--- src/verilog/adcsc_pkg.sv ---
package adcsc_pkg;

  // ***********************************************************
  // Register indices (byte address is four times the index)
  // ***********************************************************
  localparam logic [7:0] IDX_CFG = 8'h04;
  localparam logic [7:0] IDX_CTL = 8'h05;
  localparam logic [7:0] IDX_STAT = 8'h06;
  localparam logic [7:0] IDX_ICLR = 8'h07;
  localparam logic [7:0] IDX_IEN = 8'h08;
  localparam logic [7:0] IDX_RES = 8'h09;

  // ***********************************************************
  // Field layouts and reset values
  // ***********************************************************
  localparam int CTL_JUST = 7;
  localparam int CTL_SIGN = 6;
  localparam int CTL_SCAN = 5;
  localparam int CTL_MULTI_CHANNEL_SAMPLE = 4;
  localparam int CTL_RSVD = 3;
  localparam int CH_W = 3;
  localparam logic [7:0] CTL_WMASK = 8'hf7;
  localparam logic [7:0] CTL_RST = 8'h00;
  localparam int CFG_RES8 = 7;
  localparam int SEQ_W = 4;
  localparam logic [7:0] CFG_WMASK = 8'h8f;
  localparam logic [7:0] CFG_RST = 8'h04;
  localparam logic [SEQ_W-1:0] LEN_MAX = 4'h8;
  localparam int EV_W = 2;
  localparam int EV_SEQ = 0;
  localparam int EV_CONV = 1;
  localparam int STAT_CH_LSB = 4;
  localparam int STAT_BUSY = 7;
  localparam int RAW_W = 10;
  localparam int C8_W = 8;
  localparam int RES_W = 16;

  // ***********************************************************
  // Sequencer states
  // ***********************************************************
  typedef enum logic [1:0] {SEQ_IDLE, SEQ_START, SEQ_WAIT} adcsc_state_e;

  // Byte address of a register index
  function automatic logic [7:0] adcsc_addr(input logic [7:0] idx);
    adcsc_addr = {idx[5:0], 2'b00};
  endfunction

endpackage

--- src/verilog/adcsc_seq_if.sv ---
`timescale 1ns/1ps
interface adcsc_seq_if;
  import adcsc_pkg::*;
  logic restart;
  logic [CH_W-1:0] first_chan;
  logic multi_channel_sample;
  logic scan;
  logic [SEQ_W-1:0] seq_len;
  logic busy;
  logic conv_ev;
  logic seq_ev;
  modport ctl (output restart, first_chan, multi_channel_sample, scan, seq_len,
    input busy, conv_ev, seq_ev);
  modport seq (input restart, first_chan, multi_channel_sample, scan, seq_len,
    output busy, conv_ev, seq_ev);
endinterface

--- src/verilog/adcsc_top.sv ---
`timescale 1ns/1ps
// What this block does
// - Writing the control register aborts any sequence and restarts it anew.
// - Control bit 7 picks left (0) or right (1) result alignment.
// - Control bit 6 picks unsigned (0) or two's complement signed (1).
// - Right justified results are always unsigned.
// - Control bit 5 picks one sequence (0) or continuous scanning (1).
// - With bit 4 clear every conversion uses the selected channel.
// - Multi-channel runs start at the code and step once per conversion.
// - The stepped channel code wraps from seven back to zero.
// - Channel code n selects analog input n, zero to seven.
// - Eight bit left results sit in bits 15 down to 8.
// - Eight bit right results sit in bits 7 down to 0.
// - Ten bit left results sit in bits 15 down to 6.
// - Ten bit right results sit in bits 9 down to 0.
// - Signed left results are the unsigned code with the top bit flipped.
// - The control register is readable and writable at any time.
// - A resolution bit picks ten bits (0) or eight bits (1).
// - A control register write clears the sequence complete flag.
module adcsc_top import adcsc_pkg::*; (
  // Clock and reset
  input wire logic pclk,
  input wire logic presetn,
  // APB slave
  input wire logic psel,
  input wire logic penable,
  input wire logic pwrite,
  input wire logic [7:0] paddr,
  input wire logic [31:0] pwdata,
  output logic [31:0] prdata,
  output logic pready,
  output logic pslverr,
  // Converter side
  output logic conv_start,
  output logic [CH_W-1:0] conv_chan,
  input wire logic conv_done,
  input wire logic [RAW_W-1:0] conv_data,
  // Interrupt
  output logic irq
);

  // ***********************************************************
  // Bus decode
  // ***********************************************************

  logic [7:0] ctl_q;
  logic [7:0] cfg_q;
  logic [EV_W-1:0] stat_q;
  logic [EV_W-1:0] ien_q;
  logic [EV_W-1:0] clr;
  logic [EV_W-1:0] ev;
  logic irq_q;
  logic [31:0] prdata_q;
  logic pready_q;
  logic pslverr_q;
  logic setup;
  logic wr_fire;
  logic wr_ctl;
  logic mapped;
  logic [31:0] rd_val;
  logic [RES_W-1:0] result_q;
  logic [CH_W-1:0] chan_q;
  logic conv_start_q;

  adcsc_seq_if sif ();

  // Address match against one register index
  function automatic logic hit(input logic [7:0] addr,
    input logic [7:0] idx);
    hit = (addr == adcsc_addr(idx));
  endfunction

  // Phases of an APB transfer
  assign setup = psel && !penable;
  assign wr_fire = psel && penable && pready_q && pwrite;
  assign wr_ctl = wr_fire && hit(paddr, IDX_CTL);
  assign mapped = hit(paddr, IDX_CFG) || hit(paddr, IDX_CTL) ||
    hit(paddr, IDX_STAT) || hit(paddr, IDX_ICLR) ||
    hit(paddr, IDX_IEN) || hit(paddr, IDX_RES);

  // ***********************************************************
  // Registers
  // ***********************************************************

  // Sequence control register
  always_ff @(posedge pclk or negedge presetn) begin
    if (!presetn) begin
      ctl_q <= CTL_RST;
    end else if (wr_ctl) begin
      ctl_q <= pwdata[7:0] & CTL_WMASK;
    end
  end

  // Configuration: resolution and sequence length
  always_ff @(posedge pclk or negedge presetn) begin
    if (!presetn) begin
      cfg_q <= CFG_RST;
    end else if (wr_fire && hit(paddr, IDX_CFG)) begin
      cfg_q <= pwdata[7:0] & CFG_WMASK;
    end
  end

  // Interrupt enable
  always_ff @(posedge pclk or negedge presetn) begin
    if (!presetn) begin
      ien_q <= '0;
    end else if (wr_fire && hit(paddr, IDX_IEN)) begin
      ien_q <= pwdata[EV_W-1:0];
    end
  end

  // Sticky events; a set in the clearing cycle wins
  assign ev = {sif.conv_ev, sif.seq_ev};
  always_comb begin
    clr = '0;
    if (wr_fire && hit(paddr, IDX_ICLR)) begin
      clr = pwdata[EV_W-1:0];
    end
    if (wr_ctl) begin
      clr[EV_SEQ] = 1'b1;
    end
  end

  always_ff @(posedge pclk or negedge presetn) begin
    if (!presetn) begin
      stat_q <= '0;
    end else begin
      stat_q <= (stat_q & ~clr) | ev;
    end
  end

  // Level interrupt from enabled status
  always_ff @(posedge pclk or negedge presetn) begin
    if (!presetn) begin
      irq_q <= 1'b0;
    end else begin
      irq_q <= |(stat_q & ien_q);
    end
  end

  // ***********************************************************
  // Read path and APB answer
  // ***********************************************************

  // Read mux; write-only and unmapped words read zero
  always_comb begin
    rd_val = '0;
    if (hit(paddr, IDX_CTL)) begin
      rd_val[7:0] = ctl_q;
    end else if (hit(paddr, IDX_CFG)) begin
      rd_val[7:0] = cfg_q;
    end else if (hit(paddr, IDX_STAT)) begin
      rd_val[EV_W-1:0] = stat_q;
      rd_val[STAT_CH_LSB +: CH_W] = chan_q;
      rd_val[STAT_BUSY] = sif.busy;
    end else if (hit(paddr, IDX_IEN)) begin
      rd_val[EV_W-1:0] = ien_q;
    end else if (hit(paddr, IDX_RES)) begin
      rd_val[RES_W-1:0] = result_q;
    end
  end

  // One access cycle, answered from the setup cycle
  always_ff @(posedge pclk or negedge presetn) begin
    if (!presetn) begin
      pready_q <= 1'b0;
      pslverr_q <= 1'b0;
      prdata_q <= '0;
    end else begin
      pready_q <= setup;
      pslverr_q <= setup && !mapped;
      prdata_q <= (setup && !pwrite) ? rd_val : '0;
    end
  end

  // ***********************************************************
  // Sequencer and formatter
  // ***********************************************************

  // New settings take effect in the restart cycle
  assign sif.restart = wr_ctl;
  assign sif.first_chan = wr_ctl ? pwdata[CH_W-1:0] : ctl_q[CH_W-1:0];
  assign sif.multi_channel_sample = ctl_q[CTL_MULTI_CHANNEL_SAMPLE];
  assign sif.scan = ctl_q[CTL_SCAN];
  assign sif.seq_len = cfg_q[SEQ_W-1:0];

  adcsc_seq u_seq (
    .pclk(pclk),
    .presetn(presetn),
    .sif(sif),
    .conv_done(conv_done),
    .conv_start_q(conv_start_q),
    .chan_q(chan_q)
  );

  adcsc_fmt u_fmt (
    .pclk(pclk),
    .presetn(presetn),
    .cap(sif.conv_ev),
    .raw(conv_data),
    .res8(cfg_q[CFG_RES8]),
    .justify(ctl_q[CTL_JUST]),
    .signed_sel(ctl_q[CTL_SIGN]),
    .result_q(result_q)
  );

  // Outputs straight from flip-flops
  assign prdata = prdata_q;
  assign pready = pready_q;
  assign pslverr = pslverr_q;
  assign conv_start = conv_start_q;
  assign conv_chan = chan_q;
  assign irq = irq_q;

  // ***********************************************************
  // Checks
  // ***********************************************************

  ctl_restart_a: assert property (
    @(posedge pclk) disable iff (!presetn)
    wr_ctl ##1 !wr_ctl |=> conv_start && conv_chan ==
    $past(pwdata[CH_W-1:0], 2))
    else $error("control write did not restart");
  rsvd_zero_a: assert property (
    @(posedge pclk) disable iff (!presetn)
    ctl_q[CTL_RSVD] == 1'b0)
    else $error("reserved control bit set");
  flag_clear_a: assert property (
    @(posedge pclk) disable iff (!presetn)
    wr_ctl && !sif.seq_ev |=> !stat_q[EV_SEQ])
    else $error("complete flag survived control write");
  ctl_write_a: assert property (
    @(posedge pclk) disable iff (!presetn)
    wr_ctl |=> ctl_q == ($past(pwdata[7:0]) & CTL_WMASK))
    else $error("control write lost");
  seq_flag_a: assert property (@(posedge pclk) disable iff (!presetn)
    sif.seq_ev |=> stat_q[EV_SEQ] ##1 irq == (|$past(ien_q)))
    else $error("sequence event not flagged");
  single_run_a: assert property (
    @(posedge pclk) disable iff (!presetn)
    sif.seq_ev && !sif.scan && !sif.restart |=> !sif.busy)
    else $error("single run kept going");

  restart_c: cover property (@(posedge pclk) disable iff (!presetn)
    sif.busy && wr_ctl);
  scan_c: cover property (@(posedge pclk) disable iff (!presetn)
    sif.seq_ev && sif.scan && sif.multi_channel_sample);
  wrap_c: cover property (@(posedge pclk) disable iff (!presetn)
    conv_start && conv_chan == '1 ##[1:40] conv_start && conv_chan == '0);
  signed_c: cover property (@(posedge pclk) disable iff (!presetn)
    sif.conv_ev && ctl_q[CTL_SIGN] && !ctl_q[CTL_JUST]);
  bus_err_c: cover property (@(posedge pclk) disable iff (!presetn)
    pready && pslverr);

  // ***********************************************************
  // Bus answer checks
  // ***********************************************************

  // Ready stands for one cycle only
  ready_once_a: assert property (
    @(posedge pclk) disable iff (!presetn)
    pready |=> !pready)
    else $error("ready held too long");
  // Every setup is answered in the next cycle
  ready_next_a: assert property (
    @(posedge pclk) disable iff (!presetn)
    psel && !penable |=> pready)
    else $error("no ready after setup");
  // Error only comes together with ready
  err_ready_a: assert property (
    @(posedge pclk) disable iff (!presetn)
    pslverr |-> pready)
    else $error("error without ready");
  // Unmapped words are refused
  unmapped_err_a: assert property (
    @(posedge pclk) disable iff (!presetn)
    psel && !penable && !mapped |=> pslverr)
    else $error("unmapped access not refused");
  // Read data is zero outside an answer
  rdata_idle_a: assert property (
    @(posedge pclk) disable iff (!presetn)
    !pready |-> prdata == '0)
    else $error("read data outside answer");
  // Control register reads back with bit 3 clear
  ctl_read_a: assert property (
    @(posedge pclk) disable iff (!presetn)
    psel && !penable && !pwrite && hit(paddr, IDX_CTL) |=>
    prdata[CTL_JUST:0] == $past(ctl_q) && !prdata[CTL_RSVD])
    else $error("control read wrong");

  // ***********************************************************
  // Result and sequence checks
  // ***********************************************************

  // Eight bit right results fill the low byte only
  right_eight_a: assert property (
    @(posedge pclk) disable iff (!presetn)
    sif.conv_ev && ctl_q[CTL_JUST] && cfg_q[CFG_RES8] |=>
    result_q == RES_W'($past(conv_data[RAW_W-1:RAW_W-C8_W])))
    else $error("eight bit right result misplaced");
  // Ten bit right results are the raw code
  right_ten_a: assert property (
    @(posedge pclk) disable iff (!presetn)
    sif.conv_ev && ctl_q[CTL_JUST] && !cfg_q[CFG_RES8] |=>
    result_q == RES_W'($past(conv_data)))
    else $error("ten bit right result misplaced");
  // Eight bit left results fill the high byte only
  left_eight_a: assert property (
    @(posedge pclk) disable iff (!presetn)
    sif.conv_ev && !ctl_q[CTL_JUST] && cfg_q[CFG_RES8] |=>
    result_q[RES_W-C8_W-1:0] == '0 && result_q[RES_W-2:RES_W-C8_W] ==
    $past(conv_data[RAW_W-2:RAW_W-C8_W]))
    else $error("eight bit left result misplaced");
  // Ten bit left results carry the code below the top bit
  left_body_a: assert property (
    @(posedge pclk) disable iff (!presetn)
    sif.conv_ev && !ctl_q[CTL_JUST] && !cfg_q[CFG_RES8] |=>
    result_q[RES_W-2:RES_W-RAW_W] == $past(conv_data[RAW_W-2:0]))
    else $error("ten bit left code misplaced");
  // Result only changes on a finished conversion
  hold_result_a: assert property (
    @(posedge pclk) disable iff (!presetn)
    !sif.conv_ev |=> $stable(result_q))
    else $error("result changed without conversion");
  // Start strobe is a single cycle pulse
  start_pulse_a: assert property (
    @(posedge pclk) disable iff (!presetn)
    conv_start |=> !conv_start)
    else $error("start held too long");
  // No start while the sequencer rests
  idle_quiet_a: assert property (
    @(posedge pclk) disable iff (!presetn)
    !sif.busy |=> !conv_start)
    else $error("start while idle");
  // A control write always wakes the sequencer
  restart_busy_a: assert property (
    @(posedge pclk) disable iff (!presetn)
    wr_ctl |=> sif.busy)
    else $error("control write left sequencer idle");
  // Each finished conversion raises its flag
  conv_flag_a: assert property (
    @(posedge pclk) disable iff (!presetn)
    sif.conv_ev |=> stat_q[EV_CONV])
    else $error("conversion event not flagged");
  // Interrupt follows enabled status one cycle later
  irq_level_a: assert property (
    @(posedge pclk) disable iff (!presetn)
    irq == (|($past(stat_q) & $past(ien_q))))
    else $error("interrupt level wrong");

endmodule

--- src/verilog/adcsc_seq.sv ---
`timescale 1ns/1ps
module adcsc_seq import adcsc_pkg::*; (
  // Clock and reset
  input wire logic pclk,
  input wire logic presetn,
  // Control side
  adcsc_seq_if.seq sif,
  // Converter side
  input wire logic conv_done,
  output logic conv_start_q,
  output logic [CH_W-1:0] chan_q
);

  adcsc_state_e state_q;
  logic [SEQ_W-1:0] cnt_q;
  logic [SEQ_W-1:0] len;
  logic last;
  logic cap;

  // Sequence length, zero or oversize meaning the full eight
  assign len = (sif.seq_len == '0 || sif.seq_len > LEN_MAX) ?
    LEN_MAX : sif.seq_len;
  assign last = (cnt_q == len - 4'h1);
  assign cap = (state_q == SEQ_WAIT) && conv_done && !sif.restart;
  assign sif.conv_ev = cap;
  assign sif.seq_ev = cap && last;
  assign sif.busy = (state_q != SEQ_IDLE);

  // Sequence state, count and channel
  always_ff @(posedge pclk or negedge presetn) begin
    if (!presetn) begin
      state_q <= SEQ_IDLE;
      cnt_q <= '0;
      chan_q <= '0;
    end else if (sif.restart) begin
      state_q <= SEQ_START;
      cnt_q <= '0;
      chan_q <= sif.first_chan;
    end else begin
      case (state_q)
        SEQ_IDLE: begin
          state_q <= SEQ_IDLE;
        end
        SEQ_START: begin
          state_q <= SEQ_WAIT;
        end
        SEQ_WAIT: begin
          if (conv_done) begin
            if (last) begin
              state_q <= sif.scan ? SEQ_START : SEQ_IDLE;
              cnt_q <= '0;
              chan_q <= sif.first_chan;
            end else begin
              state_q <= SEQ_START;
              cnt_q <= cnt_q + 4'h1;
              // Wraps from seven to zero by width
              if (sif.multi_channel_sample) begin
                chan_q <= chan_q + 3'h1;
              end else begin
                chan_q <= sif.first_chan;
              end
            end
          end
        end
        default: begin
          state_q <= SEQ_IDLE;
        end
      endcase
    end
  end

  // Start strobe to the converter
  always_ff @(posedge pclk or negedge presetn) begin
    if (!presetn) begin
      conv_start_q <= 1'b0;
    end else begin
      conv_start_q <= (state_q == SEQ_START) && !sif.restart;
    end
  end

  chan_wrap_a: assert property (
    @(posedge pclk) disable iff (!presetn)
    cap && !last && sif.multi_channel_sample |=> chan_q == $past(chan_q) + 3'h1)
    else $error("channel did not advance");
  single_chan_a: assert property (
    @(posedge pclk) disable iff (!presetn)
    conv_start_q && !sif.multi_channel_sample && !sif.restart && !$past(sif.restart, 2)
    |-> chan_q == sif.first_chan)
    else $error("single channel mode moved");

endmodule

--- src/verilog/adcsc_fmt.sv ---
`timescale 1ns/1ps
module adcsc_fmt import adcsc_pkg::*; (
  // Clock and reset
  input wire logic pclk,
  input wire logic presetn,
  // Format controls
  input wire logic cap,
  input wire logic [RAW_W-1:0] raw,
  input wire logic res8,
  input wire logic justify,
  input wire logic signed_sel,
  // Formatted result
  output logic [RES_W-1:0] result_q
);

  logic [C8_W-1:0] code8;
  logic [RES_W-1:0] word;

  assign code8 = raw[RAW_W-1:RAW_W-C8_W];

  // Place the code by width and justification
  always_comb begin
    case ({res8, justify})
      2'b10: word = {code8, {(RES_W-C8_W){1'b0}}};
      2'b11: word = {{(RES_W-C8_W){1'b0}}, code8};
      2'b00: word = {raw, {(RES_W-RAW_W){1'b0}}};
      2'b01: word = {{(RES_W-RAW_W){1'b0}}, raw};
      default: word = '0;
    endcase
    // Signed only when left justified
    if (signed_sel && !justify) begin
      word[RES_W-1] = ~word[RES_W-1];
    end
  end

  // Result register, loaded on each finished conversion
  always_ff @(posedge pclk or negedge presetn) begin
    if (!presetn) begin
      result_q <= '0;
    end else if (cap) begin
      result_q <= word;
    end
  end

  right_unsigned_a: assert property (
    @(posedge pclk) disable iff (!presetn)
    cap && justify |=> result_q[RES_W-1:RAW_W] == '0)
    else $error("right justified result not unsigned");
  sign_invert_a: assert property (
    @(posedge pclk) disable iff (!presetn)
    cap && !justify |=> result_q[RES_W-1] ==
    ($past(raw[RAW_W-1]) ^ $past(signed_sel)))
    else $error("sign bit wrong");
  left_ten_a: assert property (
    @(posedge pclk) disable iff (!presetn)
    cap && !justify && !res8 |=>
    result_q[RES_W-RAW_W-1:0] == '0)
    else $error("ten bit left result misplaced");

endmodule

--- config.mk ---
export PLATFORM = sky130hd
export DESIGN_NAME = adcsc_top
export DESIGN_NICKNAME = d
export VERILOG_FILES = /design/src/verilog/adcsc_pkg.sv /design/src/verilog/adcsc_seq_if.sv /design/src/verilog/adcsc_top.sv /design/src/verilog/adcsc_seq.sv /design/src/verilog/adcsc_fmt.sv
export SDC_FILE = /design/constraint.sdc
export NUM_CORES = 1
export LEC_CHECK = 0
export BUFFER_PORTS_ARGS = -buffer_cell sky130_fd_sc_hd__buf_2
export CAP_MARGIN = 20
export CORE_UTILIZATION = 53
export CTS_BUF_LIST = sky130_fd_sc_hd__clkbuf_8
export CTS_CLUSTER_SIZE = 8
export DETAILED_ROUTE_END_ITERATION = 12
export HOLD_SLACK_MARGIN = 0.1
export MAX_ROUTING_LAYER = met4
export PLACE_DENSITY = 0.81
export SETUP_SLACK_MARGIN = 0.4
export SYNTH_ARGS = -nofsm -noshare
export SYNTH_HDL_FRONTEND = slang
export SYNTH_SLANG_ARGS = --single-unit
--- constraint.sdc ---
create_clock -name pclk -period 2.9 [get_ports pclk]
set_clock_uncertainty 0.1 [all_clocks]
set_input_delay 0.145 -clock pclk [delete_from_list [all_inputs] [get_ports pclk]]
set_output_delay 0.145 -clock pclk [all_outputs]
set_load 0.03 [all_outputs]
==> flow_summary.toml <==
[placement]
dpl.hpwl_um = 4910
place.port_buffers = 54
place_congestion = 0.876

[drt]
wire_per_inst_um = 15.0
firstDrtPassIters = 4
dr_total_vias = 2610
drt-initial-drc-count = 151
ant_nets = 0
vias_per_cell = 5.43
drcViolationCount = 0
wl_um = 7240

[floorplan]
core_mm2 = 0.00557
initial_core_util_pct = 56.0
die_h_um = 78.7
core.rowCount = 27
die_area_mm2 = 0.00620
die_w_um = 78.7
ios = 95

[synth]
avgSynthCellArea_um2 = 9.54
ys_seq_area_share_pct = 49.0
synth_area_mm2 = 0.00312
synth_most_common_cell = "nand2_1"
postSynthCellCount = 327
synth.distinct_cells = 48
synthArstFlopShare_pct = 100
synth_area_leaders = "dfrtp_1 48%, nand2_1 7.3%, mux2_2 5.4%, o21ai_0 5.0%, buf_4 3.9%"
netlist_top_cells_count = "61 x nand2_1, 60 x dfrtp_1, 31 x o21ai_0"
yosys.area.top_type = "dfrtp_1"
yosys_most_used_dff = "dfrtp_1"
synth_top_area_share_pct = 48.1
synth_edf_count = 0
yosys_warnings = 0
synth-seq-cells = 61

[cells_and_area]
ff_latch_area_mm2 = 0.00153
diodes = 0
nets = 463
final_util_pct = 68.4
area_growth_pct = 22.2
nFillCells = 461
multiInputGateArea_mm2 = 0.00145
final_layout_size_suffix_gt1_share_pct = 24.9

[clock_tree]
clkTransAtPathRegs_ns = 0.07
clk_path_buf_depth = 2
clk_latency_ns = 0.34
ctsHtreeMaxLevel = 3
cts_tree = "yes"
cts-root-buf = "clkbuf_8"
cts_buffers = 9
cts_sinks = 61
cts_setup_buffers = 0

[worst_setup_path]
endpoint_kind = "flip-flop"
setup.worst_path.class = "reg -> reg"
path_max_fanout = 5
crit_required_ns = 3.02
cp-start-kind = "flip-flop"
cp.arrival_ns = 2.39

[power_and_ir_drop]
p_per_area_mw_per_mm2 = 529
max-vdd-ir-drop_v = 0.000317
p_leak_uw = 0.00184

[timing]
hold_viol = 0
setup_viol = 0
fin_hold_ws_ns = 0.101
period_minus_slack_ns = 2.26
final-max-slew-violation-count = 0
rsz0062_at_grt = "false"
fin_crit_sh_pct = 78.0
max_freq_mhz = 442
slew_headroom_pct = 53.2
worst_slew_pin_slew_ns = 0.692
tns_ns = 0

[grt]
antenna_found_initial = 0
grt_pass1_wl_um = 12200
grt_overflow = 0
grt_max_degree = 46
grt_pass1_vias = 2536
grt_use_total_pct = 26.8

[job]
cap_violations = 0

[run_status]
status = "completed"

[min_path]
hold_path.class = "in -> async"
## registers in the layout, summed over array words and instances, names as in the netlist, 2 cells and up
register and cells:
cfg_q 5, ctl_q 7, ien_q 2, prdata 16, stat_q 2, u_fmt.result_q 16
u_seq.chan_q 3, u_seq.cnt_q 4, u_seq.state_q 2
## final timing paths
check                                endpoint  slack (ns)  cells after the start               start
max                           u_seq.chan_q[0]        0.64                      6            cfg_q[3]
min                                 prdata[8]        0.10                      2             presetn
max reg2reg                   u_seq.chan_q[0]        0.64                      6            cfg_q[3]
min reg2reg                u_fmt.result_q[11]        0.39                      2  u_fmt.result_q[11]
max in group asynchronous            cfg_q[2]        1.86                      4             presetn
min in group pclk                     pslverr        0.10                      3            paddr[1]
## cells by family (layout without fill, tap and decap cells)
logic type                 after synthesis  count (layout)  share of synthesized area (%)
xor gates and xnor gates                 6               6                           1.68
DFF                                     61              61                           49.0
AOI/OAI and AO/OA                       69              69                           13.0
other                                    1              16                          0.120
buffers and inverters                   37             104                           6.62
adders and majority gates                3               3                           1.20
muxes                                   18              18                           6.38
and+or+nand+nor                        132             132                           22.0
## routing by layer
metal | vias up | GRT usage, % | routed length [um]
li1 | 1257 | - | -
met1 | 1224 | 35.3 | 3230
met2 | 108 | 40.3 | 3460
met3 | 21 | 6.32 | 390
met4 | 0 | 10.0 | 150
met5 | - | - | 0
## per-stage QoR
stage / area (um2) / power, uW / setup slack [ns] / std cells
3_5_place_dp: 3400 / 1320 / 0.506 / 443
5_1_grt: 3810 / 2130 / 0.497 / 481
2_1_floorplan: 3180 / 1230 / 0.840 / 342
4_1_cts: 3790 / 2010 / 0.492 / 480
3_3_place_gp: 3400 / 1300 / 0.660 / 443
6_report: 3810 / 2020 / 0.637 / 481
## power breakdown
group	leakage (uW)	internal, uW	switching, uW
Clock	0.0000856	312	361
Sequential	0.000823	949	76.4
Combinational	0.000935	128	189
## cell type report
class,instances,share of cell area (%)
tap,72,2.36
timing repair buffer,83,14.5
clock inverter,7,1.35
clock buffer,9,3.25
inverter,5,0.492
sequential,61,40.1
multi-input combinational,244,38.0
## timing repair
item	in CTS	in global routing
hold endpoints to repair	75	0
resized for setup	0	1
setup endpoints to repair	0	1
hold buffers	21	0
## worst max-delay path, stage by stage (launching register included)
cell	delay, ns
dfrtp_1	0.42
nand2b_1	0.20
ha_1	0.33
xnor2_1	0.19
or4_1	0.54
o311ai_1	0.26
a21oi_1	0.10
## cells in the final DEF, fill, tap and decap left out, drive strengths merged, types with 6 or more instances in the layout
cell         instances
nor2                14
inv                  6
a21oi               23
buf                 62
and2                 8
o21ai               31
nand2               61
nand2b              11
dfrtp               60
conb                16
mux2                15
dlygate4sd3         21
nor3                 8
clkbuf               9
Note: power is estimated with default switching activity, not from simulation.
